`config.mk`:
```
export PLATFORM = sky130hd
export DESIGN_NAME = dcip_init_park_seq
export DESIGN_NICKNAME = d
export VERILOG_FILES = /design/src/design/dcip_pkg.sv /design/src/design/dcip_park_filter.sv /design/src/design/dcip_init_park_seq.sv
export SDC_FILE = /design/constraint.sdc
export NUM_CORES = 1
export LEC_CHECK = 0
export BUFFER_PORTS_ARGS = -buffer_cell sky130_fd_sc_hd__buf_2
export CORE_MARGIN = 4
export CORE_UTILIZATION = 55
export CTS_CLUSTER_DIAMETER = 30
export DETAILED_ROUTE_END_ITERATION = 16
export GPL_ROUTABILITY_DRIVEN = 0
export GPL_TIMING_DRIVEN = 0
export PLACE_DENSITY = 0.75
export SETUP_SLACK_MARGIN = 0.1
export SKIP_CTS_REPAIR_TIMING = 1
export SYNTH_ARGS = -nofsm -noshare
export SYNTH_HDL_FRONTEND = slang
export SYNTH_HIERARCHICAL = 1
export SYNTH_SLANG_ARGS = --single-unit
```
`constraint.sdc`:
```
create_clock -name clk -period 3.41 [get_ports clk]
set_input_delay 0.1705 -clock clk [delete_from_list [all_inputs] [get_ports clk]]
set_output_delay 0.1705 -clock clk [all_outputs]
set_load 0.005 [all_outputs]
```
`src/design/dcip_pkg.sv`:
```
package dcip_pkg;

	// clock period in picoseconds (250 MHz)
	localparam int CLK_PERIOD_PS   = 4000;
	// park filter rejects edges up to this length
	localparam int PARK_FILT_NS    = 150;
	localparam int PARK_FILT_CYC   = (PARK_FILT_NS * 1000 + CLK_PERIOD_PS - 1)
	                                 / CLK_PERIOD_PS + 1;
	// park warning lead time
	localparam int PARK_WARN_US    = 32;
	localparam int PARK_WARN_CYC   = (PARK_WARN_US * 1000000) / CLK_PERIOD_PS;
	// mirror park sequence length (must fit inside the warning interval)
	localparam int PARK_SEQ_CYC    = PARK_WARN_CYC / 2;
	localparam int FILT_CW         = 6;
	localparam int PARK_CW         = 13;
	localparam logic [FILT_CW-1:0] FILT_LAST =
		FILT_CW'(PARK_FILT_CYC - 1);
	localparam logic [PARK_CW-1:0] PARK_LAST =
		PARK_CW'(PARK_SEQ_CYC - 1);
	localparam logic [PARK_CW-1:0] PARK_ZERO = '0;

	typedef enum {
		ST_RESET,
		ST_PLL_WAIT,
		ST_CFG_LOAD,
		ST_READY,
		ST_PARKING,
		ST_PARKED
	} dcip_state_t;

	// pins that go high-impedance during reset
	typedef struct packed {
		logic illum_color_pick_0;
		logic illum_color_pick_1;
		logic flash_serial_clock;
		logic flash_serial_out;
		logic flash_chip_select_low;
	} dcip_tri_t;

	// status toward the rest of the controller
	typedef struct packed {
		logic init_busy;
		logic init_done;
		logic parking;
		logic parked;
		logic power_down;
	} dcip_stat_t;

endpackage : dcip_pkg

```
`src/design/dcip_park_filter.sv`:
```
`timescale 1ns/10ps
`default_nettype none

module dcip_park_filter
	import dcip_pkg::*;
(
	// clock and reset
	input  wire logic clk,
	input  wire logic rst,
	// synchronised raw level and filtered level
	input  wire logic raw_in,
	output logic      filt_out
);

	logic [FILT_CW-1:0] cnt_r;

	// RQ13 glitch filter window
	always_ff @(posedge clk) begin
		if (rst) begin
			cnt_r    <= '0;
			filt_out <= 1'b1;
		end else if (raw_in == filt_out) begin
			cnt_r <= '0;
		end else if (cnt_r == FILT_LAST) begin
			cnt_r    <= '0;
			filt_out <= raw_in;
		end else begin
			cnt_r <= cnt_r + 1'b1;
		end
	end

endmodule : dcip_park_filter

`default_nettype wire

```
`src/design/dcip_init_park_seq.sv`:
```
// Operation
// RQ1: monitor holds reset low until supplies good
// RQ2: reset drives outputs inactive, bidirs input
// RQ3: reset tri-states illumination and flash pins
// RQ4: monitor releases reset after stable clock
// RQ5: after reset, PLL lock then config load
// RQ6: reset release makes all pins active
// RQ7: drive host interrupt high during init
// RQ8: drive host interrupt low when init done
// RQ9: host waits for interrupt low before I2C
// RQ10: park warning comes 32 us early
// RQ11: park mirrors within the warning interval
// RQ12: clock and reset held 32 us after park
// RQ13: filter park input glitches up to 150ns
// RQ14: power request pin starts or parks device
// RQ15: synchronise reset release and park input
// RQ16: keep interrupt low after init completes
`timescale 1ns/10ps
`default_nettype none

module dcip_init_park_seq
	import dcip_pkg::*;
(
	// clock and synchronous reset
	input  wire logic  clk,
	input  wire logic  rst,
	// external pins
	input  wire logic  sys_reset_low,
	input  wire logic  mirror_park_request_low,
	input  wire logic  projector_power_request,
	// core handshakes
	input  wire logic  pll_locked,
	input  wire logic  cfg_load_done,
	output logic       cfg_load_start,
	output logic       mirror_park_cmd,
	input  wire logic  mirror_park_ack,
	// pin control: output enables, low = driven
	output logic       host_irq_out,
	output logic       host_irq_oe_low,
	output dcip_tri_t  tri_oe_low,
	output logic       bidir_oe_low,
	output logic       outputs_inactive,
	// status
	output dcip_stat_t status
);

	////////////////////////////////////////////////////////////////////////
	// synchronisers

	logic [1:0] rstz_sync_r;
	logic [1:0] park_sync_r;
	logic [1:0] pon_sync_r;
	logic [1:0] lock_sync_r;
	logic       park_filt;
	logic       in_reset;

	// RQ15 two-flop synchronisers
	always_ff @(posedge clk) begin
		if (rst) begin
			rstz_sync_r <= '0;
			park_sync_r <= 2'h3;
			pon_sync_r  <= '0;
			lock_sync_r <= '0;
		end else begin
			rstz_sync_r <= {rstz_sync_r[0], sys_reset_low};
			park_sync_r <= {park_sync_r[0], mirror_park_request_low};
			pon_sync_r  <= {pon_sync_r[0], projector_power_request};
			lock_sync_r <= {lock_sync_r[0], pll_locked};
		end
	end

	assign in_reset = rst | ~rstz_sync_r[1];

	dcip_park_filter u_filt (
		.clk      (clk),
		.rst      (in_reset),
		.raw_in   (park_sync_r[1]),
		.filt_out (park_filt)
	);

	////////////////////////////////////////////////////////////////////////
	// sequencer

	dcip_state_t        state_r;
	dcip_state_t        state_nxt;
	logic [PARK_CW-1:0] park_cnt_r;
	logic               park_fast_r;
	logic               park_enter;

	always_comb begin
		state_nxt = state_r;
		case (state_r)
			ST_RESET: begin
				// RQ14 wait for power request
				if (pon_sync_r[1] && park_filt)
					state_nxt = ST_PLL_WAIT;
			end
			ST_PLL_WAIT: begin
				// RQ5 lock before config load
				if (lock_sync_r[1])
					state_nxt = ST_CFG_LOAD;
			end
			ST_CFG_LOAD: begin
				if (cfg_load_done)
					state_nxt = ST_READY;
			end
			ST_READY: begin
				// RQ11 park warning or power request low
				if (!park_filt || !pon_sync_r[1])
					state_nxt = ST_PARKING;
			end
			ST_PARKING: begin
				if (mirror_park_ack || park_cnt_r == PARK_ZERO)
					state_nxt = ST_PARKED;
			end
			ST_PARKED: begin
				if (pon_sync_r[1] && park_filt && !park_fast_r)
					state_nxt = ST_PLL_WAIT;
			end
			default: state_nxt = ST_RESET;
		endcase
		// RQ11 warning during init parks too
		if ((state_r == ST_PLL_WAIT || state_r == ST_CFG_LOAD) && !park_filt)
			state_nxt = ST_PARKING;
	end

	always_ff @(posedge clk) begin
		if (in_reset)
			state_r <= ST_RESET;
		else
			state_r <= state_nxt;
	end

	assign park_enter = state_r != ST_PARKING &&
	                    state_nxt == ST_PARKING;

	// RQ11 park deadline counter
	always_ff @(posedge clk) begin
		if (in_reset)
			park_cnt_r <= PARK_LAST;
		else if (park_enter)
			park_cnt_r <= PARK_LAST;
		else if (state_r == ST_PARKING && park_cnt_r != PARK_ZERO)
			park_cnt_r <= park_cnt_r - 1'b1;
	end

	// fast park needs a full reset to restart
	always_ff @(posedge clk) begin
		if (in_reset)
			park_fast_r <= 1'b0;
		else if (park_enter)
			park_fast_r <= ~park_filt;
	end

	////////////////////////////////////////////////////////////////////////
	// pin and status outputs

	always_ff @(posedge clk) begin
		if (in_reset) begin
			// RQ2 inactive outputs, bidirs as inputs
			outputs_inactive <= 1'b1;
			bidir_oe_low     <= 1'b1;
		end else begin
			// RQ6 all pins active after release
			outputs_inactive <= 1'b0;
			bidir_oe_low     <= 1'b0;
		end
	end

	// RQ3 tri-state selected pins in reset
	always_ff @(posedge clk) begin
		if (in_reset)
			tri_oe_low <= '1;
		else
			tri_oe_low <= '0;
	end

	// RQ7 pull-up holds the line until driven
	always_ff @(posedge clk) begin
		if (in_reset)
			host_irq_oe_low <= 1'b1;
		else
			host_irq_oe_low <= 1'b0;
	end

	always_ff @(posedge clk) begin
		if (in_reset) begin
			host_irq_out <= 1'b1;
		end else begin
			// RQ7 high during init, RQ8 low when done
			// RQ16 stays low until another init
			host_irq_out <= (state_nxt == ST_RESET ||
			                 state_nxt == ST_PLL_WAIT ||
			                 state_nxt == ST_CFG_LOAD);
		end
	end

	// RQ5 load request only after lock
	always_ff @(posedge clk) begin
		if (in_reset)
			cfg_load_start <= 1'b0;
		else
			cfg_load_start <= (state_nxt == ST_CFG_LOAD);
	end

	// RQ11 park command while parking
	always_ff @(posedge clk) begin
		if (in_reset)
			mirror_park_cmd <= 1'b0;
		else
			mirror_park_cmd <= (state_nxt == ST_PARKING);
	end

	always_ff @(posedge clk) begin
		if (in_reset) begin
			status <= '0;
		end else begin
			status.init_busy  <= (state_nxt == ST_PLL_WAIT ||
			                      state_nxt == ST_CFG_LOAD);
			status.init_done  <= (state_nxt == ST_READY);
			status.parking    <= (state_nxt == ST_PARKING);
			status.parked     <= (state_nxt == ST_PARKED);
			// RQ14 power-down after a normal park
			status.power_down <= (state_nxt == ST_PARKED && !pon_sync_r[1]);
		end
	end

endmodule : dcip_init_park_seq

`default_nettype wire

```
==> results of run 1 <==
[critical path: stages (launching register included)]
cell      delay, ns
dfxtp_1        0.31
nor4_1         0.30
nand4_1        0.28
or3_4          0.47
a2111o_1       0.44
a21oi_2        0.25
buf_4          0.22
o211ai_1       0.09
[routing by layer]
layer	wire (um)	vias up	global-route usage [%]
li1	-	861	-
met1	1680	700	17.3
met2	1650	35	24.2
met3	242	10	7.16
met4	115	0	11.9
met5	0	-	0
[worst paths after layout]
check	startpoint	endpoint	slack, ns
worst max register to register	state_r[16]	park_cnt_r[1]	0.90
worst min register to register	park_sync_r[0]	park_sync_r[1]	0.41
worst min-delay path	projector_power_request	pon_sync_r[0]	0.04
worst max-delay path	state_r[16]	park_cnt_r[1]	0.90
[metrics by stage]
stage               total power, mW  util, %  hold WS (ns)  area, sq um  cells
floorplan                     0.867        -         0.242         2500    257
global placement              0.877     65.1         0.354         2680    330
detailed placement            0.878     65.1         0.358         2680    330
CTS                            1.57     70.4      -0.00532         2900    346
global route                   1.62     70.6        0.0218         2910    347
finish                         1.55     70.6        0.0432         2910    347
[registers in the layout, indices dropped and copies added, names as in the netlist, 2 cells and up]
signal / cells
park_sync_r: 2
rstz_sync_r: 2
state_r: 32
status: 5
pon_sync_r: 2
lock_sync_r: 2
u_filt/cnt_r: 6
park_cnt_r: 13
[logic make-up (layout without fill, tap and decap cells)]
kind of cell	Yosys count	count (layout)
adder cells (fa/ha/maj)	3	3
other	1	29
AO/OA/AOI/OAI	18	18
multiplexers	1	1
XOR/XNOR	15	15
AND/OR/NAND/NOR	100	100
buffers and inverters	22	62
flip-flops	69	69
[power by group through the flow]
stage / Clock [mW] / Combinational (mW) / Sequential, mW
5_1_grt: 0.752 / 0.0286 / 0.838
3_5_place_dp: 0 / 0.0227 / 0.855
6_report: 0.690 / 0.0242 / 0.836
3_3_place_gp: 0 / 0.0224 / 0.854
4_1_cts: 0.712 / 0.0228 / 0.837
2_1_floorplan: 0 / 0.0139 / 0.853
[cells in the final DEF (no fill, tap or decap), drive strengths merged, types with 2 or more instances in the layout]
cell type	netlist	final
nor2b	8	8
conb	1	29
dfxtp	69	69
clkinvlp	0	2
or2	3	3
nand2b	5	5
o21ai	4	4
nand3	3	3
or4b	2	2
o211ai	2	2
nor4	11	11
or3	5	5
nand2	28	28
clkbuf	1	13
a21oi	4	4
xnor2	8	8
nor4b	2	2
inv	11	12
and2	2	2
a211oi	3	3
buf	10	33
ha	3	3
and3	3	3
xor2	7	7
nand3b	2	2
nor2	13	13
nor3	9	9
[final cells by class]
cell class	count	area share (%)
flip-flops and latches	69	47.5
repair buffers	24	4.30
multi-input cells	166	34.2
plain buffers	11	2.84
inverters	11	1.42
clock buffers	12	5.68
clock inverters	4	1.85
well taps	50	2.15
==> impl_metrics.toml, run 1 <==
[status]
status = "finished, final reports clean"

[worst_setup_path]
start_kind = "flip-flop"
endpoint_kind = "flip-flop"
critPathRequiredTime_ns = 3.60
worst-setup-path-type = "reg2reg"
crit_fanout = 10
arrival_ns = 2.70
reg2reg_depth = 7

[power_and_ir_drop]
leakage_nw = 1.21
power.share.clock_pct = 44.5
switching_share_pct = 20.0
seq_power_share_pct = 53.9
comb_power_share_pct = 1.6
power_switching_uw = 310
internal-power_mw = 1.24
power.density_nw_per_um2 = 534
irDropWorstVdd_mv = 0.406

[yosys]
avgSynthCellArea_sq_um = 10.5
yosys.area.top_type_share_pct = 57.7
synth_xor_area_share_pct = 5.49
ys_warn_count = 6
synth-simple-area-share_pct = 23.7
synth-edff-count = 0
synth_top_cell_by_area = "dfxtp_1"
synth_top_family_by_area = "simple AND/OR/NAND/NOR gates"
synth-seq-area-share_pct = 57.7
synth_cell_types = 43
muxShareOfSynthArea_pct = 0.418
synthAdderAreaFrac_pct = 1.57
synth.cell_area_sq_um = 2390
synthTopCellsByArea = "dfxtp_1, nand2_1, xnor2_1"
synth_top_flop_cell = "dfxtp_1"
yosys-top-cells-count = "dfxtp_1, nand2_1, nor2_1, inv_1"
synth_cells = 229
synth-seq-cells = 69
synth_most_common_cell = "dfxtp_1"
synth_compound_area_share_pct = 5.80
synth-async-reset-ratio_pct = 0

[cts]
htreeDepth = 3
clock_path_buffers = 2
cts_buffers = 9
clk_pin_slew_ns = 0.07
clk_latency_ns = 0.34
root_buffer = "clkbuf_8"
clock_sinks = 69
cts_tree = "done"

[global_route]
grt_max_degree = 13
grt_pass1_vias = 1508
track_usage_pct = 15.9
antenna_found_initial = 0
grt_pass1_wl_um = 6310
grt-ovfl-total = 0

[sta]
skew_ns = 0.00839
fin_crit_sh_pct = 73.6
setup_viol = 0
fin_ws_ns = 0.900
hold_viol = 0
slew_viol_final = 0
max_freq_ghz = 0.398
finalCriticalPeriod_ns = 2.51
max_slew_margin_pct = 47.1
rsz0062_at_grt = "no"
worstMarginPinSlew_ns = 0.786
setup-tns-final_ns = 0

[die]
fp.dieH_um = 74.0
start_util_pct = 58.2
row_count = 23
die_x_um = 74.0
fp.coreArea_sq_um = 4120
pin_count = 24
die_area_sq_um = 5470

[layout]
nFillCells = 304
multiInputGateArea_sq_um = 995
final_nets = 303
area_growth_pct = 21.4
drive_gt1_share_pct = 20.9
antenna_cells = 0
regArea_sq_um = 1380

[detailed_routing]
routed_wl_um = 3690
viasPerCell = 4.63
wire_per_inst_um = 10.6
final_antenna_net_count = 0
firstDrtPassIters = 4
dr_total_vias = 1606
route.detailed.drc = 0
drt_iter0_markers = 84

[placement]
dpl_worst_slack_ns = 0.920
portBuffers = 23
dp_hpwl_um = 2510

[hold_path]
holdCritPathClass = "in2reg"
min_path_cells = 2

[run]
maxCapViolations = 0
(Power assumes the default switching activity.)
==> inputs of run 2 (changes only) <==
CORE_UTILIZATION = 51   (was 55)
PLACE_DENSITY = 0.73   (was 0.75)
clock period = 2.2 ns   (was 3.41 ns; I/O delays follow)
==> impl_metrics.toml, run 2 (synthesized netlist as in run 1, its figures left out) <==
[worst_setup_path]
worst-path-buf-inv = 0
crit_fanout = 4
start_kind = "flip-flop"
crit_top_cell = "or4b_4"
cp-startpoint = "state_r[0]"
reg2reg_to = "park_cnt_r[6]"
critPathSlowestCell = "or4b_4"
slowest_delay_ns = 0.55
arrival_ns = 2.54
cp_cell_sequence = "or4b_4, or4b_4, nor4_4, nand2_1, xnor2_1, and2_1"
endpoint_kind = "flip-flop"
cp_top_family = "simple AND/OR/NAND/NOR gates"
crit_path_end = "park_cnt_r[6]"
worst-setup-path-type = "reg2reg"
reg2reg_depth = 6
reg2reg_from = "state_r[0]"
crit_cells = 6
r2r_slack_ns = -0.1
critPathRequiredTime_ns = 2.44

[detailed_routing]
routed_wl_um = 4000
viasPerCell = 4.63
dr_total_vias = 1671
drt_iter0_markers = 82
route.detailed.drc = 0
wire_per_inst_um = 11.1
final_antenna_net_count = 0
firstDrtPassIters = 4

[cts]
cts_tree = "done"
clk_pin_slew_ns = 0.07
clock_path_buffers = 2
htreeDepth = 3
cts_buffers = 9
clock_sinks = 69
root_buffer = "clkbuf_8"
clk_latency_ns = 0.35

[sta]
hold_viol = 0
rsz0062_at_grt = "yes"
skew_ns = 0.00744
setup_viol = 6
worstMarginPinSlew_ns = 0.517
max_freq_ghz = 0.435
fin_ws_ns = -0.0990
slew_viol_final = 0
setup-tns-final_ns = -0.278
max_slew_margin_pct = 65.2
finalCriticalPeriod_ns = 2.30
fin_crit_sh_pct = 104

[layout]
nFillCells = 352
area_growth_pct = 27.5
utilization_pct = 68.7
antenna_cells = 0
largest_reg_flops = 32
final_cell_mix = "dfxtp_1, conb_1, nand2_1"
mostFrequentLayoutCell = "dfxtp_1"
final_nets = 315
top_register = "state_r"
drive_gt1_share_pct = 26.2
reg.largest.list = "state_r (32), park_cnt_r (13), u_filt/cnt_r (6)"

[power_and_ir_drop]
seq_power_share_pct = 57.9
power.share.clock_pct = 40.2
switching_share_pct = 22.1
internal-power_mw = 1.75
leakage_nw = 1.28
fin_total_pwr_mw = 2.24
power_switching_uw = 494
irDropWorstVdd_mv = 0.517
comb_power_share_pct = 1.9
power.density_nw_per_um2 = 733

[die]
die_area_sq_um = 5860
pin_count = 24
row_count = 24
start_util_pct = 53.9
fp.coreArea_sq_um = 4440
die_x_um = 76.5
fp.dieH_um = 76.5

[status]
status = "finished with violations"
failed_checks = "setup timing"

[global_route]
grt-ovfl-total = 0
grt_pass1_wl_um = 6820
grt_pass1_vias = 1586
grt_max_degree = 13
antenna_found_initial = 0
track_usage_pct = 14.9

[run]
maxCapViolations = 0

[hold_path]
holdCritPathClass = "in2reg"

[placement]
portBuffers = 23
dp_hpwl_um = 2600
run 2: worst register-to-register path, stage by stage (launching register included):
cell and delay [ns]:
dfxtp_4 0.36, or4b_4 0.55, or4b_4 0.52, nor4_4 0.38
nand2_1 0.11, xnor2_1 0.13, and2_1 0.15
run 2: metal layers:
| layer | routed length (um) | part of all wire (%) | global-route usage [%] |
|---|---|---|---|
| met2 | 1890 | 47 | 23.5 |
| met3 | 240 | 6.0 | 7.80 |
| met1 | 1800 | 45 | 16.4 |
| met5 | 0 | 0 | 0 |
| met4 | 76 | 1.9 | 7.07 |
run 2: worst min-delay path by stage:
stage,startpoint,end,slack (ns),cells after the start
2_1_floorplan,rst,lock_sync_r[0],0.18,1
6_report,rst,pon_sync_r[1],0.02,2
3_3_place_gp,mirror_park_request_low,park_sync_r[0],0.29,2
3_5_place_dp,mirror_park_request_low,park_sync_r[0],0.30,2
4_1_cts,mirror_park_request_low,park_sync_r[0],-0.06,2
5_1_grt,rst,pon_sync_r[1],0.01,2
run 2: area by class of cell:
type                       instances  area [sq um]  area share (%)
sequential                        69          1390            45.5
multi-input combinational        166          1070            35.1
timing repair buffer              36           223            7.29
clock buffer                      11           141            4.63
buffer                            11          86.3            2.83
tap                               52          65.1            2.13
inverter                          11          41.3            1.35
clock inverter                     5          36.3            1.19
run 2: power by group through the flow:
stage | registers (mW) | logic (mW) | clock network (mW)
after floorplan | 1.32 | 0.0216 | 0
after global placement | 1.32 | 0.0352 | 0
after detailed placement | 1.33 | 0.0354 | 0
after CTS | 1.30 | 0.0355 | 0.925
after global routing | 1.30 | 0.0508 | 0.984
final | 1.30 | 0.0432 | 0.900
run 2: metrics by stage:
step	hold slack, ns	area, sq um	instances	worst slack (ns)
finish	0.0187	3050	361	-0.0990
global route	0.0134	3050	361	-0.245
CTS	-0.0641	2870	348	-0.240
detailed placement	0.295	2690	332	-0.227
global placement	0.294	2690	332	-0.205
floorplan	0.182	2510	257	0.0578
==> inputs of run 3 (changes only) <==
CELL_PAD_IN_SITES_DETAIL_PLACEMENT = 0   (was default)
CELL_PAD_IN_SITES_GLOBAL_PLACEMENT = 1   (was default)
CORE_UTILIZATION = 40   (was 51)
PLACE_DENSITY = default   (was 0.73)
PLACE_DENSITY_LB_ADDON = 0.1   (was default)
==> impl_metrics.toml, run 3 (synthesized netlist as in run 1, its figures left out) <==
[global_route]
grt_max_degree = 14
grt_pass1_wl_um = 6500
track_usage_pct = 11.5
grt-ovfl-total = 0
grt_pass1_vias = 1451
antenna_found_initial = 0

[layout]
drive_gt1_share_pct = 34.7
largest_reg_flops = 32
antenna_cells = 0
final_cell_mix = "dfxtp_1, conb_1, buf_2"
nFillCells = 482
top_register = "state_r"
final_nets = 323
reg.largest.list = "state_r (32), park_cnt_r (13), u_filt/cnt_r (6)"
design_area_sq_um = 3340
mostFrequentLayoutCell = "dfxtp_1"
area_growth_pct = 39.3

[cts]
cts_tree = "done"
root_buffer = "clkbuf_8"
cts_buffers = 9
clock_sinks = 69
clock_path_buffers = 2
htreeDepth = 3
clk_pin_slew_ns = 0.08
clk_latency_ns = 0.35

[hold_path]
min_path_cells = 2
whs_endpoint = "rstz_sync_r[0]"
holdCritPathClass = "in2reg"
holdCritStartpoint = "rst"

[power_and_ir_drop]
fin_total_pwr_mw = 2.53
irDropWorstVdd_mv = 0.572
power.density_nw_per_um2 = 757
leakage_nw = 1.37

[worst_setup_path]
crit_fanout = 4
reg2reg_from = "state_r[0]"
cp-startpoint = "state_r[0]"
reg2reg_to = "park_cnt_r[10]"
r2r_slack_ns = -0.07
critPathSlowestCell = "or4b_4"
start_kind = "flip-flop"
arrival_ns = 2.51
endpoint_kind = "flip-flop"
cp_top_family = "simple AND/OR/NAND/NOR gates"
critPathRequiredTime_ns = 2.45
cp_cell_sequence = "or4b_4, or4b_4, nor4_4, buf_4, nand2_2, xor2_1, nand2_1"
reg2reg_depth = 7
worst-path-buf-inv = 1
slowest_delay_ns = 0.54
worst-setup-path-type = "reg2reg"
crit_top_cell = "or4b_4"

[placement]
dp_hpwl_um = 2530
placed_area_sq_um = 2710
portBuffers = 23

[sta]
rsz0062_at_grt = "yes"
max_slew_margin_pct = 64.8
max_freq_ghz = 0.441
fin_crit_sh_pct = 103
setup_viol = 4
hold_viol = 0
skew_ns = 0.00683
finalCriticalPeriod_ns = 2.27
worstMarginPinSlew_ns = 0.528
slew_viol_final = 0
fin_ws_ns = -0.0691
setup-tns-final_ns = -0.172

[detailed_routing]
routed_wl_um = 3960
viasPerCell = 4.28
drt_iter0_markers = 58
wire_per_inst_um = 10.2
dr_total_vias = 1666
final_antenna_net_count = 0
route.detailed.drc = 0
firstDrtPassIters = 4

[status]
status = "finished with violations"
failed_checks = "setup timing"

[run]
maxCapViolations = 0

[die]
fp.dieH_um = 85.4
die_x_um = 85.4
die_area_sq_um = 7290
row_count = 27
pin_count = 24
start_util_pct = 42.4
fp.coreArea_sq_um = 5640
-- run 3: worst max-delay path by stage --
stage	to	depth (start not counted)
3_3_place_gp	park_cnt_r[1]	7
5_1_grt	park_cnt_r[10]	7
3_5_place_dp	park_cnt_r[1]	7
6_report	park_cnt_r[10]	7
4_1_cts	park_cnt_r[1]	7
2_1_floorplan	status[4]	7
-- run 3: routing by layer --
metal	vias up	global-route usage [%]	wire, um
met5	-	0	0
met4	0	6.47	95
met3	9	5.15	214
met2	27	15.4	1650
met1	726	15.2	2000
li1	904	-	-
-- run 3: worst register-to-register path: stages, from the launching register on --
cell	delay (ns)
dfxtp_4	0.36
or4b_4	0.54
or4b_4	0.52
nor4_4	0.32
buf_4	0.18
nand2_2	0.05
xor2_1	0.13
nand2_1	0.06
-- run 3: where the power goes --
group | internal [mW] | total, mW | switching (mW) | leakage, nW
sequential | 1.28 | 1.30 | 0.0178 | 0.570
combinational | 0.0272 | 0.0468 | 0.0196 | 0.685
clock | 0.679 | 1.18 | 0.501 | 0.113
-- run 3: final cells by class --
cell class / count / area, sq um / area share [%]
sequential: 69 / 1390 / 41.7
multi-input combinational: 166 / 1180 / 35.5
timing repair buffer: 44 / 310 / 9.30
clock buffer: 10 / 138 / 4.13
clock inverter: 6 / 93.8 / 2.81
tap: 72 / 90.1 / 2.70
buffer: 11 / 87.6 / 2.63
inverter: 11 / 41.3 / 1.24
-- run 3: metrics by stage --
| stage | instances | setup slack [ns] | utilization (%) | hold WS [ns] |
|---|---|---|---|---|
| after detailed placement | 352 | -0.254 | 48.1 | 0.306 |
| after global routing | 389 | -0.160 | 59.1 | 0.0245 |
| after CTS | 368 | -0.265 | 52.2 | -0.0604 |
| after global placement | 352 | -0.251 | 48.1 | 0.297 |
| after floorplan | 257 | 0.0578 | - | 0.182 |
| final | 389 | -0.0691 | 59.1 | 0.0363 |
